**config.mk**
```make
export PLATFORM = sky130hd
export DESIGN_NAME = ldo_regulator_control_regs
export DESIGN_NICKNAME = d
export VERILOG_FILES = /design/src/verilog/ldo_regs_pkg.sv /design/src/verilog/ldo_regulator_control_regs.sv /design/src/verilog/pin_sync.sv
export SDC_FILE = /design/constraint.sdc
export NUM_CORES = 1
export LEC_CHECK = 0
export ABC_AREA = 1
export ABC_CLOCK_PERIOD_IN_PS = 1500
export CORE_UTILIZATION = 60
export DETAILED_ROUTE_END_ITERATION = 6
export DONT_BUFFER_PORTS = 1
export PLACE_DENSITY = 0.82
export SETUP_SLACK_MARGIN = 0.05
export SYNTH_ARGS = -nofsm -noshare
export SYNTH_HDL_FRONTEND = slang
export SYNTH_SLANG_ARGS = --single-unit
export TNS_END_PERCENT = 50
```
**constraint.sdc**
```tcl
create_clock -name clock_i -period 1.5 [get_ports clock_i]
set_input_delay 0 -clock clock_i [delete_from_list [all_inputs] [get_ports clock_i]]
set_output_delay 0 -clock clock_i [all_outputs]
set_load 0.005 [all_outputs]
```
**src/verilog/ldo_regs_pkg.sv**
```systemverilog
/*
 * Package for the two-regulator control register bank: register indices,
 * field positions, reset values and state encodings.
 * Assumes a 32-bit APB with one aligned word per register.
 */
package ldo_regs_pkg;

	// Printed offsets are not all multiples of four: they are indices, byte address = 4 * index
	localparam logic [7:0] IDX_REG_A_VOLTAGE_CODE = 8'h4c;
	localparam logic [7:0] IDX_REG_A_CONTROL      = 8'h4d;
	localparam logic [7:0] IDX_REG_B_VOLTAGE_CODE = 8'h4f;
	localparam logic [7:0] IDX_REG_B_CONTROL      = 8'h50;
	// Own register: standby pin polarity
	localparam logic [7:0] IDX_STANDBY_CONFIG     = 8'h58;
	// Own register: read-only live status
	localparam logic [7:0] IDX_STATUS             = 8'h5a;

	localparam int ADDR_LSB = 2;
	localparam int IDX_W    = 8;

	// Field positions
	localparam int A_CODE_W        = 5;
	localparam int B_CODE_W        = 4;
	localparam int CTRL_RUN_BIT    = 0;
	localparam int CTRL_STBY_BIT   = 1;
	localparam int CTRL_SLEEP_BIT  = 2;
	localparam int CTRL_LPWR_BIT   = 3;
	localparam int CTRL_SWITCH_BIT = 4;
	localparam int POLARITY_BIT    = 2;

	// Reset values
	localparam logic [4:0] A_CODE_RST    = 5'h00;
	localparam logic [3:0] B_CODE_RST    = 4'h0;
	localparam logic       CTRL_BIT_RST  = 1'b0;
	localparam logic       POLARITY_RST  = 1'b0;
	// Preload source taken one cycle after reset release
	localparam logic       PRELOAD_PEND_RST = 1'b1;

	typedef enum logic [2:0] {
		PWR_RUN     = 3'b001,
		PWR_STANDBY = 3'b010,
		PWR_SLEEP   = 3'b100
	} power_state_t;

endpackage : ldo_regs_pkg

```
**src/verilog/ldo_regulator_control_regs.sv**
```systemverilog
/*
 * Control register bank for two linear regulators, APB slave, with
 * one-time-memory preload, standby pin decode and per-regulator outputs.
 * Assumes preload values are stable from reset release onward and the
 * standby pin is asynchronous; the sleep state comes from same-clock logic.
 */
// Added by the designer: the APB interface to the registers.
// Overview of operation
// - Regulator A keeps a five-bit voltage code at bits 4:0, preloaded from one-time memory and host writable.
// - Regulator B keeps a four-bit voltage code at bits 3:0, preloaded from one-time memory and host writable.
// - Control bit 0 is the run enable, preloaded by power-up; 1 turns the regulator on and clearing it turns it off.
// - Control bit 1 keeps the regulator on in Standby when 1 and off when 0, resetting to 0.
// - Control bit 2 is a plain read-write bit, reset 0, enabling the regulator in Sleep.
// - Control bit 3, reset 0, puts the regulator in low-power mode during Standby and Sleep.
// - Regulator A's switch-mode bit 4 is preloaded and may go 0 to 1 by the host, never back to 0.
// - With the switch-mode bit set the output is driven fully on, otherwise it regulates.
// - Standby is entered from the standby pin whose active level a polarity bit picks: 0 high, 1 low.
module ldo_regulator_control_regs
	import ldo_regs_pkg::*;
(
	input  wire logic                clock_i,
	input  wire logic                rst_i,
	// APB
	input  wire logic                psel_i,
	input  wire logic                penable_i,
	input  wire logic                pwrite_i,
	input  wire logic [31:0]         paddr_i,
	input  wire logic [31:0]         pwdata_i,
	input  wire logic [3:0]          pstrb_i,
	output logic                     pready_o,
	output logic [31:0]              prdata_o,
	output logic                     pslverr_o,
	// Preload from one-time memory
	input  wire logic [A_CODE_W-1:0] preset_a_code_i,
	input  wire logic [B_CODE_W-1:0] preset_b_code_i,
	input  wire logic                preset_a_run_i,
	input  wire logic                preset_b_run_i,
	input  wire logic                preset_switch_mode_i,
	// Power state
	input  wire logic                standby_pin_i,
	input  wire logic                sleep_req_i,
	// Regulator controls
	output logic [A_CODE_W-1:0]      reg_a_code_o,
	output logic [B_CODE_W-1:0]      reg_b_code_o,
	output logic                     reg_a_on_o,
	output logic                     reg_b_on_o,
	output logic                     reg_a_low_power_o,
	output logic                     reg_b_low_power_o,
	output logic                     reg_a_switch_o,
	output logic                     standby_o,
	output logic                     sleep_o
);

	////////////////////////////////////////////////////////////////////////
	// Registers

	logic [A_CODE_W-1:0] reg_a_voltage_code_q;
	logic [B_CODE_W-1:0] reg_b_voltage_code_q;
	logic [1:0]          run_enable_q;
	logic [1:0]          standby_enable_q;
	logic [1:0]          sleep_enable_q;
	logic [1:0]          low_power_select_q;
	logic                reg_a_switch_mode_q;
	logic                standby_pin_polarity_q;
	logic                preload_pend_q;
	logic                standby_sync;
	logic                standby_active;
	power_state_t        state_q;
	power_state_t        state_d;

	////////////////////////////////////////////////////////////////////////
	// APB decode

	logic [IDX_W-1:0] idx;
	logic             in_range;
	logic             wr;
	logic             rd_hit;
	logic             wr_lo;

	assign idx      = paddr_i[ADDR_LSB +: IDX_W];
	// Upper address bits must be zero to alias nothing
	assign in_range = (paddr_i[31:ADDR_LSB+IDX_W] == '0) && (paddr_i[ADDR_LSB-1:0] == 2'h0);
	assign pready_o = 1'b1;
	assign wr_lo    = pstrb_i[0];
	always_comb begin
		rd_hit = 1'b0;
		if (in_range) begin
			unique case (idx)
				IDX_REG_A_VOLTAGE_CODE,
				IDX_REG_A_CONTROL,
				IDX_REG_B_VOLTAGE_CODE,
				IDX_REG_B_CONTROL,
				IDX_STANDBY_CONFIG,
				IDX_STATUS: rd_hit = 1'b1;
				default:    rd_hit = 1'b0;
			endcase
		end
	end
	// Status is read-only: writes there are dropped, not flagged
	assign wr = psel_i && penable_i && pwrite_i && wr_lo && rd_hit && (idx != IDX_STATUS);

	always_ff @(posedge clock_i or posedge rst_i) begin
		if (rst_i) begin
			pslverr_o <= 1'b0;
		end else begin
			pslverr_o <= 1'b0;
		end
	end

	////////////////////////////////////////////////////////////////////////
	// Preload: one cycle after reset release, so no port feeds the reset branch

	always_ff @(posedge clock_i or posedge rst_i) begin
		if (rst_i) begin
			preload_pend_q <= PRELOAD_PEND_RST;
		end else begin
			preload_pend_q <= 1'b0;
		end
	end

	always_ff @(posedge clock_i or posedge rst_i) begin
		if (rst_i) begin
			reg_a_voltage_code_q <= A_CODE_RST;
		end else if (preload_pend_q) begin
			reg_a_voltage_code_q <= preset_a_code_i;
		end else if (wr && idx == IDX_REG_A_VOLTAGE_CODE) begin
			reg_a_voltage_code_q <= pwdata_i[A_CODE_W-1:0];
		end
	end

	always_ff @(posedge clock_i or posedge rst_i) begin
		if (rst_i) begin
			reg_b_voltage_code_q <= B_CODE_RST;
		end else if (preload_pend_q) begin
			reg_b_voltage_code_q <= preset_b_code_i;
		end else if (wr && idx == IDX_REG_B_VOLTAGE_CODE) begin
			reg_b_voltage_code_q <= pwdata_i[B_CODE_W-1:0];
		end
	end

	////////////////////////////////////////////////////////////////////////
	// Control bits, one generate entry per regulator

	logic [1:0] preset_run;
	assign preset_run = {preset_b_run_i, preset_a_run_i};

	genvar g;
	generate
		for (g = 0; g < 2; g++) begin : g_ctrl
			logic hit;
			assign hit = wr && (idx == ((g == 0) ? IDX_REG_A_CONTROL : IDX_REG_B_CONTROL));
			always_ff @(posedge clock_i or posedge rst_i) begin
				if (rst_i) begin
					run_enable_q[g]       <= CTRL_BIT_RST;
					standby_enable_q[g]   <= CTRL_BIT_RST;
					sleep_enable_q[g]     <= CTRL_BIT_RST;
					low_power_select_q[g] <= CTRL_BIT_RST;
				end else if (preload_pend_q) begin
					run_enable_q[g] <= preset_run[g];
				end else if (hit) begin
					run_enable_q[g]       <= pwdata_i[CTRL_RUN_BIT];
					standby_enable_q[g]   <= pwdata_i[CTRL_STBY_BIT];
					sleep_enable_q[g]     <= pwdata_i[CTRL_SLEEP_BIT];
					low_power_select_q[g] <= pwdata_i[CTRL_LPWR_BIT];
				end
			end
		end
	endgenerate

	// Set-only: once on, only a reset can leave switch mode
	always_ff @(posedge clock_i or posedge rst_i) begin
		if (rst_i) begin
			reg_a_switch_mode_q <= CTRL_BIT_RST;
		end else if (preload_pend_q) begin
			reg_a_switch_mode_q <= preset_switch_mode_i;
		end else if (wr && idx == IDX_REG_A_CONTROL && pwdata_i[CTRL_SWITCH_BIT]) begin
			reg_a_switch_mode_q <= 1'b1;
		end
	end

	always_ff @(posedge clock_i or posedge rst_i) begin
		if (rst_i) begin
			standby_pin_polarity_q <= POLARITY_RST;
		end else if (wr && idx == IDX_STANDBY_CONFIG) begin
			standby_pin_polarity_q <= pwdata_i[POLARITY_BIT];
		end
	end

	////////////////////////////////////////////////////////////////////////
	// Power state

	pin_sync u_standby_sync (
		.clock_i (clock_i),
		.rst_i   (rst_i),
		.async_i (standby_pin_i),
		.sync_o  (standby_sync)
	);

	assign standby_active = standby_sync ^ standby_pin_polarity_q;

	// Standby takes priority over sleep
	always_comb begin
		if (standby_active) begin
			state_d = PWR_STANDBY;
		end else if (sleep_req_i) begin
			state_d = PWR_SLEEP;
		end else begin
			state_d = PWR_RUN;
		end
	end

	always_ff @(posedge clock_i or posedge rst_i) begin
		if (rst_i) begin
			state_q <= PWR_RUN;
		end else begin
			state_q <= state_d;
		end
	end

	////////////////////////////////////////////////////////////////////////
	// Regulator outputs

	logic [1:0] on_d;
	logic [1:0] lp_d;

	always_comb begin
		on_d = '0;
		lp_d = '0;
		unique case (state_q)
			PWR_RUN: begin
				on_d = run_enable_q;
			end
			PWR_STANDBY: begin
				on_d = run_enable_q & standby_enable_q;
				lp_d = low_power_select_q;
			end
			PWR_SLEEP: begin
				on_d = run_enable_q & sleep_enable_q;
				lp_d = low_power_select_q;
			end
			default: begin
				on_d = '0;
			end
		endcase
	end

	always_ff @(posedge clock_i or posedge rst_i) begin
		if (rst_i) begin
			reg_a_on_o        <= 1'b0;
			reg_b_on_o        <= 1'b0;
			reg_a_low_power_o <= 1'b0;
			reg_b_low_power_o <= 1'b0;
			reg_a_switch_o    <= 1'b0;
			reg_a_code_o      <= A_CODE_RST;
			reg_b_code_o      <= B_CODE_RST;
			standby_o         <= 1'b0;
			sleep_o           <= 1'b0;
		end else begin
			reg_a_on_o        <= on_d[0];
			reg_b_on_o        <= on_d[1];
			reg_a_low_power_o <= lp_d[0] & on_d[0];
			reg_b_low_power_o <= lp_d[1] & on_d[1];
			reg_a_switch_o    <= reg_a_switch_mode_q & on_d[0];
			reg_a_code_o      <= reg_a_voltage_code_q;
			reg_b_code_o      <= reg_b_voltage_code_q;
			standby_o         <= (state_q == PWR_STANDBY);
			sleep_o           <= (state_q == PWR_SLEEP);
		end
	end

	////////////////////////////////////////////////////////////////////////
	// Read data, registered in the setup phase; unused bits zero

	logic [31:0] rdata_d;

	always_comb begin
		rdata_d = '0;
		unique case (idx)
			IDX_REG_A_VOLTAGE_CODE: rdata_d[A_CODE_W-1:0] = reg_a_voltage_code_q;
			IDX_REG_B_VOLTAGE_CODE: rdata_d[B_CODE_W-1:0] = reg_b_voltage_code_q;
			IDX_REG_A_CONTROL: begin
				rdata_d[CTRL_RUN_BIT]    = run_enable_q[0];
				rdata_d[CTRL_STBY_BIT]   = standby_enable_q[0];
				rdata_d[CTRL_SLEEP_BIT]  = sleep_enable_q[0];
				rdata_d[CTRL_LPWR_BIT]   = low_power_select_q[0];
				rdata_d[CTRL_SWITCH_BIT] = reg_a_switch_mode_q;
			end
			IDX_REG_B_CONTROL: begin
				rdata_d[CTRL_RUN_BIT]   = run_enable_q[1];
				rdata_d[CTRL_STBY_BIT]  = standby_enable_q[1];
				rdata_d[CTRL_SLEEP_BIT] = sleep_enable_q[1];
				rdata_d[CTRL_LPWR_BIT]  = low_power_select_q[1];
			end
			IDX_STANDBY_CONFIG: rdata_d[POLARITY_BIT] = standby_pin_polarity_q;
			IDX_STATUS: begin
				rdata_d[0] = reg_a_on_o;
				rdata_d[1] = reg_b_on_o;
				rdata_d[2] = standby_o;
				rdata_d[3] = sleep_o;
			end
			default: rdata_d = '0;
		endcase
		if (!in_range) begin
			rdata_d = '0;
		end
	end

	always_ff @(posedge clock_i or posedge rst_i) begin
		if (rst_i) begin
			prdata_o <= '0;
		end else if (psel_i && !penable_i && !pwrite_i) begin
			prdata_o <= rdata_d;
		end
	end

endmodule : ldo_regulator_control_regs

```
**src/verilog/pin_sync.sv**
```systemverilog
/*
 * Two-flip-flop synchroniser for one asynchronous level.
 * Assumes the input changes slowly relative to clock_i.
 */
module pin_sync (
	input  wire logic clock_i,
	input  wire logic rst_i,
	input  wire logic async_i,
	output logic      sync_o
);

	logic meta_q;

	// First stage is read only by the second
	always_ff @(posedge clock_i or posedge rst_i) begin
		if (rst_i) begin
			meta_q <= 1'b0;
			sync_o <= 1'b0;
		end else begin
			meta_q <= async_i;
			sync_o <= meta_q;
		end
	end

endmodule : pin_sync

```
==> results.json, run 1 <==
{
  "fin_nets": 459,
  "hpwl_um": 3884,
  "critical_path.top_delay_family": "buffers and inverters",
  "htreeDepth": 2,
  "synth_warnings": 0,
  "routed_via_density": 5.210,
  "path_clk_slew_ns": 0.08,
  "hold_path_depth": 6,
  "firstDrtPassIters": 4,
  "r2r_setup_slack_ns": 0.15,
  "slew_viol_final": 0,
  "hold_ws_ns": 0.05701,
  "period_share_pct": 90.06,
  "layout_common_cells": "nand2_1 (119), dfrtp_1 (44), nor2_1 (35)",
  "io_pins": 137,
  "crit_fanout": 3,
  "end_kind": "flip-flop",
  "cp_cell_sequence": "dlygate4sd3_1, nor3_1, dlygate4sd3_1, nand3_1, nand2_1",
  "setup_slack_ns": 0.1490,
  "setup_tns_ns": 0,
  "cap_viol_max_count": 0,
  "postRouteAntennaNets": 0,
  "pwr-share-comb_pct": 10.2,
  "reg2reg_from": "preload_pend_q",
  "placed_area_um2": 2571,
  "drive_above_1_share_pct": 11.26,
  "seq_area_um2": 1154,
  "nFillCells": 316,
  "syn_area_um2": 2596,
  "p_int_mw": 1.910,
  "synth_mux_area_share_pct": 0,
  "clkSinkCount": 46,
  "overflow": 0,
  "ys_seq_elements": 46,
  "max_stage_delay_ns": 0.60,
  "synth_compound_area_share_pct": 2.843,
  "drc_errors": 0,
  "cpMaxStageDelayCell": "dlygate4sd3_1",
  "grt_pass1_vias": 2098,
  "leakage_nw": 1.595,
  "peakVddDrop_mv": 0.5914,
  "status": "completed",
  "track_usage_pct": 26.41,
  "cts-buffers-inserted": 5,
  "crit_arrival_ns": 1.60,
  "drt_iter0_drc": 193,
  "grt_max_degree": 47,
  "post-route-cell-area_um2": 2908,
  "core.rowCount": 23,
  "multiInputGateArea_um2": 1182,
  "antenna_found_initial": 0,
  "cp_common_cell": "dlygate4sd3_1",
  "die_x_um": 67.78,
  "ys_types": 30,
  "cts_buffer_depth": 2,
  "rsz0062_at_grt": "no",
  "initial_core_util_pct": 63.53,
  "start_kind": "primary input",
  "cts_tree": "built",
  "gp_congestion": 0.9247,
  "timing.rr.end": "sleep_enable_q[0]",
  "utilization_pct": 71.16,
  "hold_end": "prdata_o[2]",
  "chipHeight_um": 67.78,
  "p_switching_mw": 0.6077,
  "wire_per_inst_um": 12.73,
  "dr_total_vias": 2204,
  "synthSimpleGateAreaFrac_pct": 38.02,
  "totalWireLength_um": 5385,
  "cellPowerDensity_nw_per_um2": 865.9,
  "path_class": "in -> reg",
  "synth_cells": 341,
  "portBuffers": 0,
  "diodes": 0,
  "synthXorXnorAreaFrac_pct": 0.3373,
  "ys_seq_area_share_pct": 44.43,
  "grt_pass1_wl_um": 8921,
  "hold_viol_final": 0,
  "p_seq_share_pct": 54.1,
  "switching_share_pct": 24.14,
  "area_growth_pct": 12.00,
  "max_slew.worst_pin.slew_ns": 0.5694,
  "setup-violations-final": 0,
  "holdCritPathClass": "in -> reg",
  "clock_skew_ns": 0.008542,
  "cts_setup_buffers": 0,
  "clock_latency_ns": 0.31,
  "relSlewSlack_pct": 62.04,
  "post-place-ws_ns": 0.2041,
  "cts_resized": 0,
  "clockRootBuffer": "clkbuf_8",
  "mostFrequentLayoutCell": "nand2_1",
  "ff2ff_path_depth": 5,
  "finalCriticalPeriod_ns": 1.351,
  "avgSynthCellArea_um2": 7.614,
  "fmax_mhz": 740.2,
  "min_from": "psel_i",
  "core_area_um2": 4086,
  "pwr-share-clk_pct": 35.7,
  "dieArea_um2": 4594,
  "cp.required_ns": 1.75,
  "crit_buf_inv": 2,
  "synth_fa_ha_area_share_pct": 0,
  "synth_top_family_by_area": "simple AND/OR/NAND/NOR gates"
}
registers in the layout, summed over array words and instances (netlist names), 2 cells and up:
| register | count |
|---|---|
| state_q | 3 |
| sleep_enable_q | 2 |
| low_power_select_q | 2 |
| run_enable_q | 2 |
| reg_b_code_o | 4 |
| reg_a_code_o | 5 |
| prdata_o | 5 |
| standby_enable_q | 2 |
| reg_a_voltage_code_q | 5 |
| reg_b_voltage_code_q | 4 |
metrics by stage:
step           power, mW  std cells
3_3_place_gp       1.576        392
4_1_cts            2.516        423
2_1_floorplan      1.584        369
5_1_grt            2.636        423
6_report           2.518        423
3_5_place_dp       1.585        392
cells in the mapped netlist:
master	number	share of area, %
a21oi_1	1	0.19
buf_2	1	0.19
buf_4	29	8.4
clkbuf_1	2	0.29
clkinv_1	1	0.14
conb_1	2	0.29
dfrtp_1	44	42
dfstp_2	2	2.0
inv_1	29	4.2
inv_2	6	0.87
nand2_1	119	17
nand2_2	8	1.9
nand2_4	2	0.87
nand2_8	1	0.77
nand3_1	28	5.4
nand3_2	2	0.77
nand3_4	2	1.3
nand3b_1	1	0.29
nand4_1	4	0.96
nor2_1	35	5.1
nor2_2	3	0.72
nor2_4	4	1.7
nor2_8	1	0.77
nor3_1	1	0.19
o21a_1	1	0.29
o21ai_0	8	1.5
o21ai_1	1	0.19
o21bai_1	1	0.29
o221ai_1	1	0.34
xor2_1	1	0.34
layer usage:
metal | GRT usage (%) | vias up | share of wire [%]
met1 | 32.23 | 1011 | 39
met4 | 12.76 | 0 | 2.7
met5 | 0 | - | 0
met3 | 6.419 | 19 | 8.1
li1 | - | 1051 | -
met2 | 43.44 | 123 | 50
kinds of logic after synthesis:
| kind of cell | count (synthesis) |
|---|---|
| buffers and inverters | 68 |
| xor gates and xnor gates | 1 |
| and+or+nand+nor | 211 |
| other | 2 |
| AOI/OAI and AO/OA | 13 |
| DFF | 46 |
what timing repair did:
| item | in CTS | in global routing |
|---|---|---|
| hold buffers | 23 | 0 |
| setup endpoints to repair | 0 | 0 |
| endpoints found under the hold margin | 67 | 0 |
power by group through the flow:
stage	clock [mW]	sequential (mW)	combinational (mW)
4_1_cts	0.903	1.36	0.253
3_5_place_dp	0	1.38	0.200
3_3_place_gp	0	1.38	0.193
5_1_grt	0.967	1.37	0.298
6_report	0.899	1.36	0.257
2_1_floorplan	0	1.37	0.214
worst max path at each step:
stage	start	endpoint	depth (start not counted)
final	penable_i	prdata_o[4]	5
after detailed placement	state_q[0]	reg_a_low_power_o	6
after CTS	penable_i	prdata_o[4]	5
after floorplan	preload_pend_q	reg_a_voltage_code_q[4]	6
after global routing	preload_pend_q	run_enable_q[0]	5
after global placement	preload_pend_q	standby_enable_q[0]	5
worst min-delay path, stage by stage:
cell	delay, ns
inv_1	0.03
nor3_1	0.06
nand2_1	0.08
nor2_1	0.04
nand2_1	0.06
nand2_1	0.05
area by class of cell:
| class | instances | share of cell area, % |
|---|---|---|
| Clock inverter | 1 | 1.033 |
| Multi-Input combinational cell | 255 | 40.66 |
| Sequential cell | 46 | 39.67 |
| Inverter | 36 | 4.647 |
| Timing Repair Buffer | 28 | 9.208 |
| Tap cell | 50 | 2.151 |
| Clock buffer | 7 | 2.625 |
(Power assumes the default switching activity.)
==> run 2, diff against run 1 <==
--- a/config.mk
+++ b/config.mk
@@ -10,7 +10,7 @@
 export CORE_UTILIZATION = 60
 export DETAILED_ROUTE_END_ITERATION = 6
 export DONT_BUFFER_PORTS = 1
-export PLACE_DENSITY = 0.82
+export PLACE_DENSITY_LB_ADDON = 0.1
 export SETUP_SLACK_MARGIN = 0.05
 export SYNTH_ARGS = -nofsm -noshare
 export SYNTH_HDL_FRONTEND = slang
==> results.json, run 2 (synthesis gave the netlist of run 1 again) <==
{
  "hold_path_depth": 4,
  "hold_end": "reg_b_voltage_code_q[0]",
  "drive_above_1_share_pct": 11.83,
  "path_class": "in -> reg",
  "p_seq_share_pct": 57.5,
  "gp_congestion": 0.8806,
  "cap_viol_max_count": 0,
  "period_share_pct": 88.59,
  "dr_total_vias": 2147,
  "clockRootBuffer": "clkbuf_8",
  "multiInputGateArea_um2": 1182,
  "hpwl_um": 4247,
  "peakVddDrop_mv": 0.7862,
  "end_kind": "flip-flop",
  "power_mw": 2.370,
  "r2r_setup_slack_ns": 0.20,
  "crit_fanout": 3,
  "layout_common_cells": "nand2_1 (119), dfrtp_1 (44), nor2_1 (35)",
  "totalWireLength_um": 5585,
  "initial_core_util_pct": 63.53,
  "top_usage_layer": "met2",
  "p_int_mw": 1.737,
  "track_usage_pct": 26.59,
  "postCtsHoldBufs": 22,
  "cp_common_cell": "dlygate4sd3_1",
  "reg2reg_from": "state_q[0]",
  "clock_latency_ns": 0.30,
  "overflow": 0,
  "switching_share_pct": 26.68,
  "chipHeight_um": 67.78,
  "cts_buffer_depth": 2,
  "relSlewSlack_pct": 66.98,
  "min_from": "pwdata_i[0]",
  "cp.required_ns": 1.75,
  "die_x_um": 67.78,
  "antenna_found_initial": 0,
  "largestRegisters": "prdata_o: 5 flops, reg_a_code_o: 5 flops, reg_a_voltage_code_q: 5 flops",
  "timing.rr.end": "reg_a_low_power_o",
  "clock_skew_ns": 0.008113,
  "holdCritPathClass": "in -> reg",
  "postRouteAntennaNets": 0,
  "status": "completed",
  "drc_errors": 0,
  "grt_pass1_vias": 1990,
  "dieArea_um2": 4594,
  "slew_viol_final": 0,
  "diodes": 0,
  "nFillCells": 353,
  "setup_tns_ns": 0,
  "clkSinkCount": 46,
  "grt_max_degree": 22,
  "path_clk_slew_ns": 0.09,
  "hold_viol_final": 0,
  "pwr-share-comb_pct": 10.7,
  "stdcell_count": 422,
  "drt_iter0_drc": 76,
  "cts_setup_buffers": 0,
  "pwr-share-clk_pct": 31.8,
  "core.rowCount": 23,
  "cts-buffers-inserted": 5,
  "p_switching_mw": 0.6322,
  "cpMaxStageDelayCell": "dlygate4sd3_1",
  "crit_arrival_ns": 1.58,
  "wire_per_inst_um": 13.23,
  "htreeDepth": 2,
  "cp_cell_sequence": "dlygate4sd3_1, nor3_1, dlygate4sd3_1, nand3_1, nand2_1",
  "grt_pass1_wl_um": 8859,
  "start_kind": "primary input",
  "met2_usage_pct": 42.45,
  "cellPowerDensity_nw_per_um2": 822.3,
  "max_stage_delay_ns": 0.61,
  "gr-usage-met1_pct": 35.01,
  "portBuffers": 0,
  "core_area_um2": 4086,
  "io_pins": 137,
  "fmax_mhz": 752.5,
  "met3_usage_pct": 6.250,
  "ff2ff_path_depth": 7,
  "rsz0062_at_grt": "no",
  "routed_via_density": 5.088,
  "leakage_nw": 1.583,
  "hold_ws_ns": 0.02982,
  "cts_resized": 0,
  "max_slew.worst_pin.slew_ns": 0.4922,
  "fin_nets": 458,
  "mostFrequentLayoutCell": "nand2_1",
  "finalCriticalPeriod_ns": 1.329,
  "post-place-cells": 392,
  "cts_tree": "built",
  "setup-violations-final": 0,
  "firstDrtPassIters": 4,
  "seq_area_um2": 1154,
  "area_growth_pct": 10.99
}
[run 2: how the worst max path moves through the flow]
stage / from / endpoint / slack, ns
floorplan: preload_pend_q / reg_a_voltage_code_q[4] / 0.24
global placement: state_q[0] / reg_a_switch_o / 0.26
detailed placement: state_q[0] / reg_a_low_power_o / 0.23
CTS: penable_i / prdata_o[4] / 0.16
global route: penable_i / prdata_o[4] / 0.06
finish: penable_i / prdata_o[4] / 0.17
[run 2: critical path, delay by kind of cell]
family / cells / cell delay [ns]
buffers and inverters: 2 / 1.15
AND/OR/NAND/NOR: 3 / 0.43
[run 2: power groups by stage]
stage | Clock, mW | Combinational [mW] | Sequential, mW
5_1_grt | 0.811 | 0.294 | 1.37
3_3_place_gp | 0 | 0.194 | 1.39
2_1_floorplan | 0 | 0.214 | 1.37
3_5_place_dp | 0 | 0.201 | 1.39
6_report | 0.753 | 0.253 | 1.36
4_1_cts | 0.760 | 0.252 | 1.36
[run 2: per-layer routing]
layer / routed length [um] / share of wire, %
met1: 2400 / 43
met3: 331 / 5.9
met4: 66 / 1.2
met2: 2786 / 50
met5: 0 / 0
[run 2: area by class of cell]
| class | count | area share (%) |
|---|---|---|
| clock buffer | 5 | 2.388 |
| clock inverter | 3 | 0.7382 |
| inverter | 36 | 4.690 |
| multi-input combinational | 255 | 41.03 |
| sequential | 46 | 40.03 |
| tap | 50 | 2.171 |
| timing repair buffer | 27 | 8.945 |
[run 2: through the flow]
stage	worst slack, ns	util [%]	cell area, um2
after detailed placement	0.2346	62.92	2571
after CTS	0.1644	70.51	2882
after global placement	0.2590	62.92	2571
after global routing	0.06163	70.51	2882
after floorplan	0.2370	-	2701
final	0.1711	70.51	2882
==> run 3, diff against run 2 <==
--- a/config.mk
+++ b/config.mk
@@ -11,6 +11,7 @@
 export DETAILED_ROUTE_END_ITERATION = 6
 export DONT_BUFFER_PORTS = 1
 export PLACE_DENSITY_LB_ADDON = 0.1
+export RECOVER_POWER = 50
 export SETUP_SLACK_MARGIN = 0.05
 export SYNTH_ARGS = -nofsm -noshare
 export SYNTH_HDL_FRONTEND = slang
==> results.json, run 3 (synthesis gave the netlist of run 1 again) <==
{
  "cts_setup_buffers": 0,
  "clockRootBuffer": "clkbuf_8",
  "core.rowCount": 23,
  "mostFrequentLayoutCell": "nand2_1",
  "stdcell_count": 422,
  "cap_viol_max_count": 0,
  "path_class": "in -> reg",
  "io_pins": 137,
  "layout_common_cells": "nand2_1 (119), dfrtp_1 (44), nor2_1 (35)",
  "crit_arrival_ns": 1.58,
  "clock_latency_ns": 0.30,
  "routed_via_density": 5.088,
  "grt_max_degree": 22,
  "fmax_mhz": 752.5,
  "clock_skew_ns": 0.008106,
  "grt_pass1_wl_um": 8859,
  "nFillCells": 355,
  "peakVddDrop_mv": 0.7861,
  "status": "completed",
  "initial_core_util_pct": 63.53,
  "area_growth_pct": 10.84,
  "hold_viol_final": 0,
  "drive_above_1_share_pct": 11.56,
  "totalWireLength_um": 5585,
  "finalCriticalPeriod_ns": 1.329,
  "max_slew.worst_pin.slew_ns": 0.7160,
  "wire_per_inst_um": 13.23,
  "path_clk_slew_ns": 0.09,
  "end_kind": "flip-flop",
  "postRouteAntennaNets": 0,
  "relSlewSlack_pct": 52.27,
  "htreeDepth": 2,
  "holdCritPathClass": "in -> reg",
  "leakage_nw": 1.579,
  "hpwl_um": 4247,
  "start_kind": "primary input",
  "cts_buffer_depth": 2,
  "post-place-cells": 392,
  "fin_nets": 458,
  "setup-violations-final": 0,
  "postCtsHoldBufs": 22,
  "slew_viol_final": 0,
  "gp_congestion": 0.8806,
  "portBuffers": 0,
  "crit_fanout": 3,
  "clkSinkCount": 46,
  "firstDrtPassIters": 4,
  "drt_iter0_drc": 78,
  "setup_tns_ns": 0,
  "antenna_found_initial": 0,
  "cts_resized": 0,
  "cellPowerDensity_nw_per_um2": 823.0,
  "rsz0062_at_grt": "no",
  "overflow": 0,
  "cts_tree": "built",
  "die_x_um": 67.78,
  "drc_errors": 0,
  "grt_pass1_vias": 1990,
  "chipHeight_um": 67.78,
  "cp.required_ns": 1.75,
  "cts-buffers-inserted": 5,
  "largestRegisters": "prdata_o: 5 flops, reg_a_code_o: 5 flops, reg_a_voltage_code_q: 5 flops",
  "period_share_pct": 88.59,
  "track_usage_pct": 26.59,
  "core_area_um2": 4086,
  "diodes": 0,
  "dr_total_vias": 2147,
  "dieArea_um2": 4594
}
## run 3: stage by stage
stage | cell area (um2) | utilization (%) | setup slack, ns | hold slack, ns | power, mW
after floorplan | 2701 | - | 0.2370 | 0.03143 | 1.584
after global placement | 2571 | 62.92 | 0.2590 | -0.1427 | 1.579
after detailed placement | 2571 | 62.92 | 0.2346 | -0.1290 | 1.588
after CTS | 2882 | 70.51 | 0.1644 | 0.04759 | 2.375
after global routing | 2878 | 70.42 | 0.06163 | 0.06888 | 2.478
final | 2878 | 70.42 | 0.1711 | 0.02982 | 2.368
## run 3: cell type report
cell class / instances / area (um2) / share of cell area [%]
tap: 50 / 62.56 / 2.174
sequential: 46 / 1154 / 40.09
clock inverter: 3 / 21.27 / 0.7391
inverter: 36 / 135.1 / 4.696
clock buffer: 5 / 68.82 / 2.391
timing repair buffer: 27 / 254.0 / 8.826
multi-input combinational: 255 / 1182 / 41.09
## run 3: metal layers
layer | wire [um] | vias to the layer above | global-route usage (%)
met2 | 2786 | 74 | 42.45
met5 | 0 | - | 0
met4 | 66 | 0 | 9.635
li1 | - | 1049 | -
met1 | 2400 | 1018 | 35.01
met3 | 331 | 6 | 6.250
## run 3: report_power, final
group | internal (mW) | switching (mW)
registers | 1.31 | 0.0518
clock network | 0.327 | 0.426
logic | 0.0972 | 0.154
## run 3: critical path, cell delays in order
cell	delay (ns)
dlygate4sd3_1	0.54
nor3_1	0.30
dlygate4sd3_1	0.61
nand3_1	0.07
nand2_1	0.06
## run 3: final timing paths
path / start / end / slack, ns / cells after the start
max reg2reg: state_q[0] / reg_a_low_power_o / 0.20 / 7
max: penable_i / prdata_o[4] / 0.17 / 5
min in group asynchronous: rst_i / reg_b_low_power_o / 0.10 / 2
min: pwdata_i[0] / reg_b_voltage_code_q[0] / 0.03 / 4
min reg2reg: u_standby_sync.meta_q / u_standby_sync.sync_o / 0.36 / 0
max in group asynchronous: rst_i / state_q[2] / 0.44 / 3
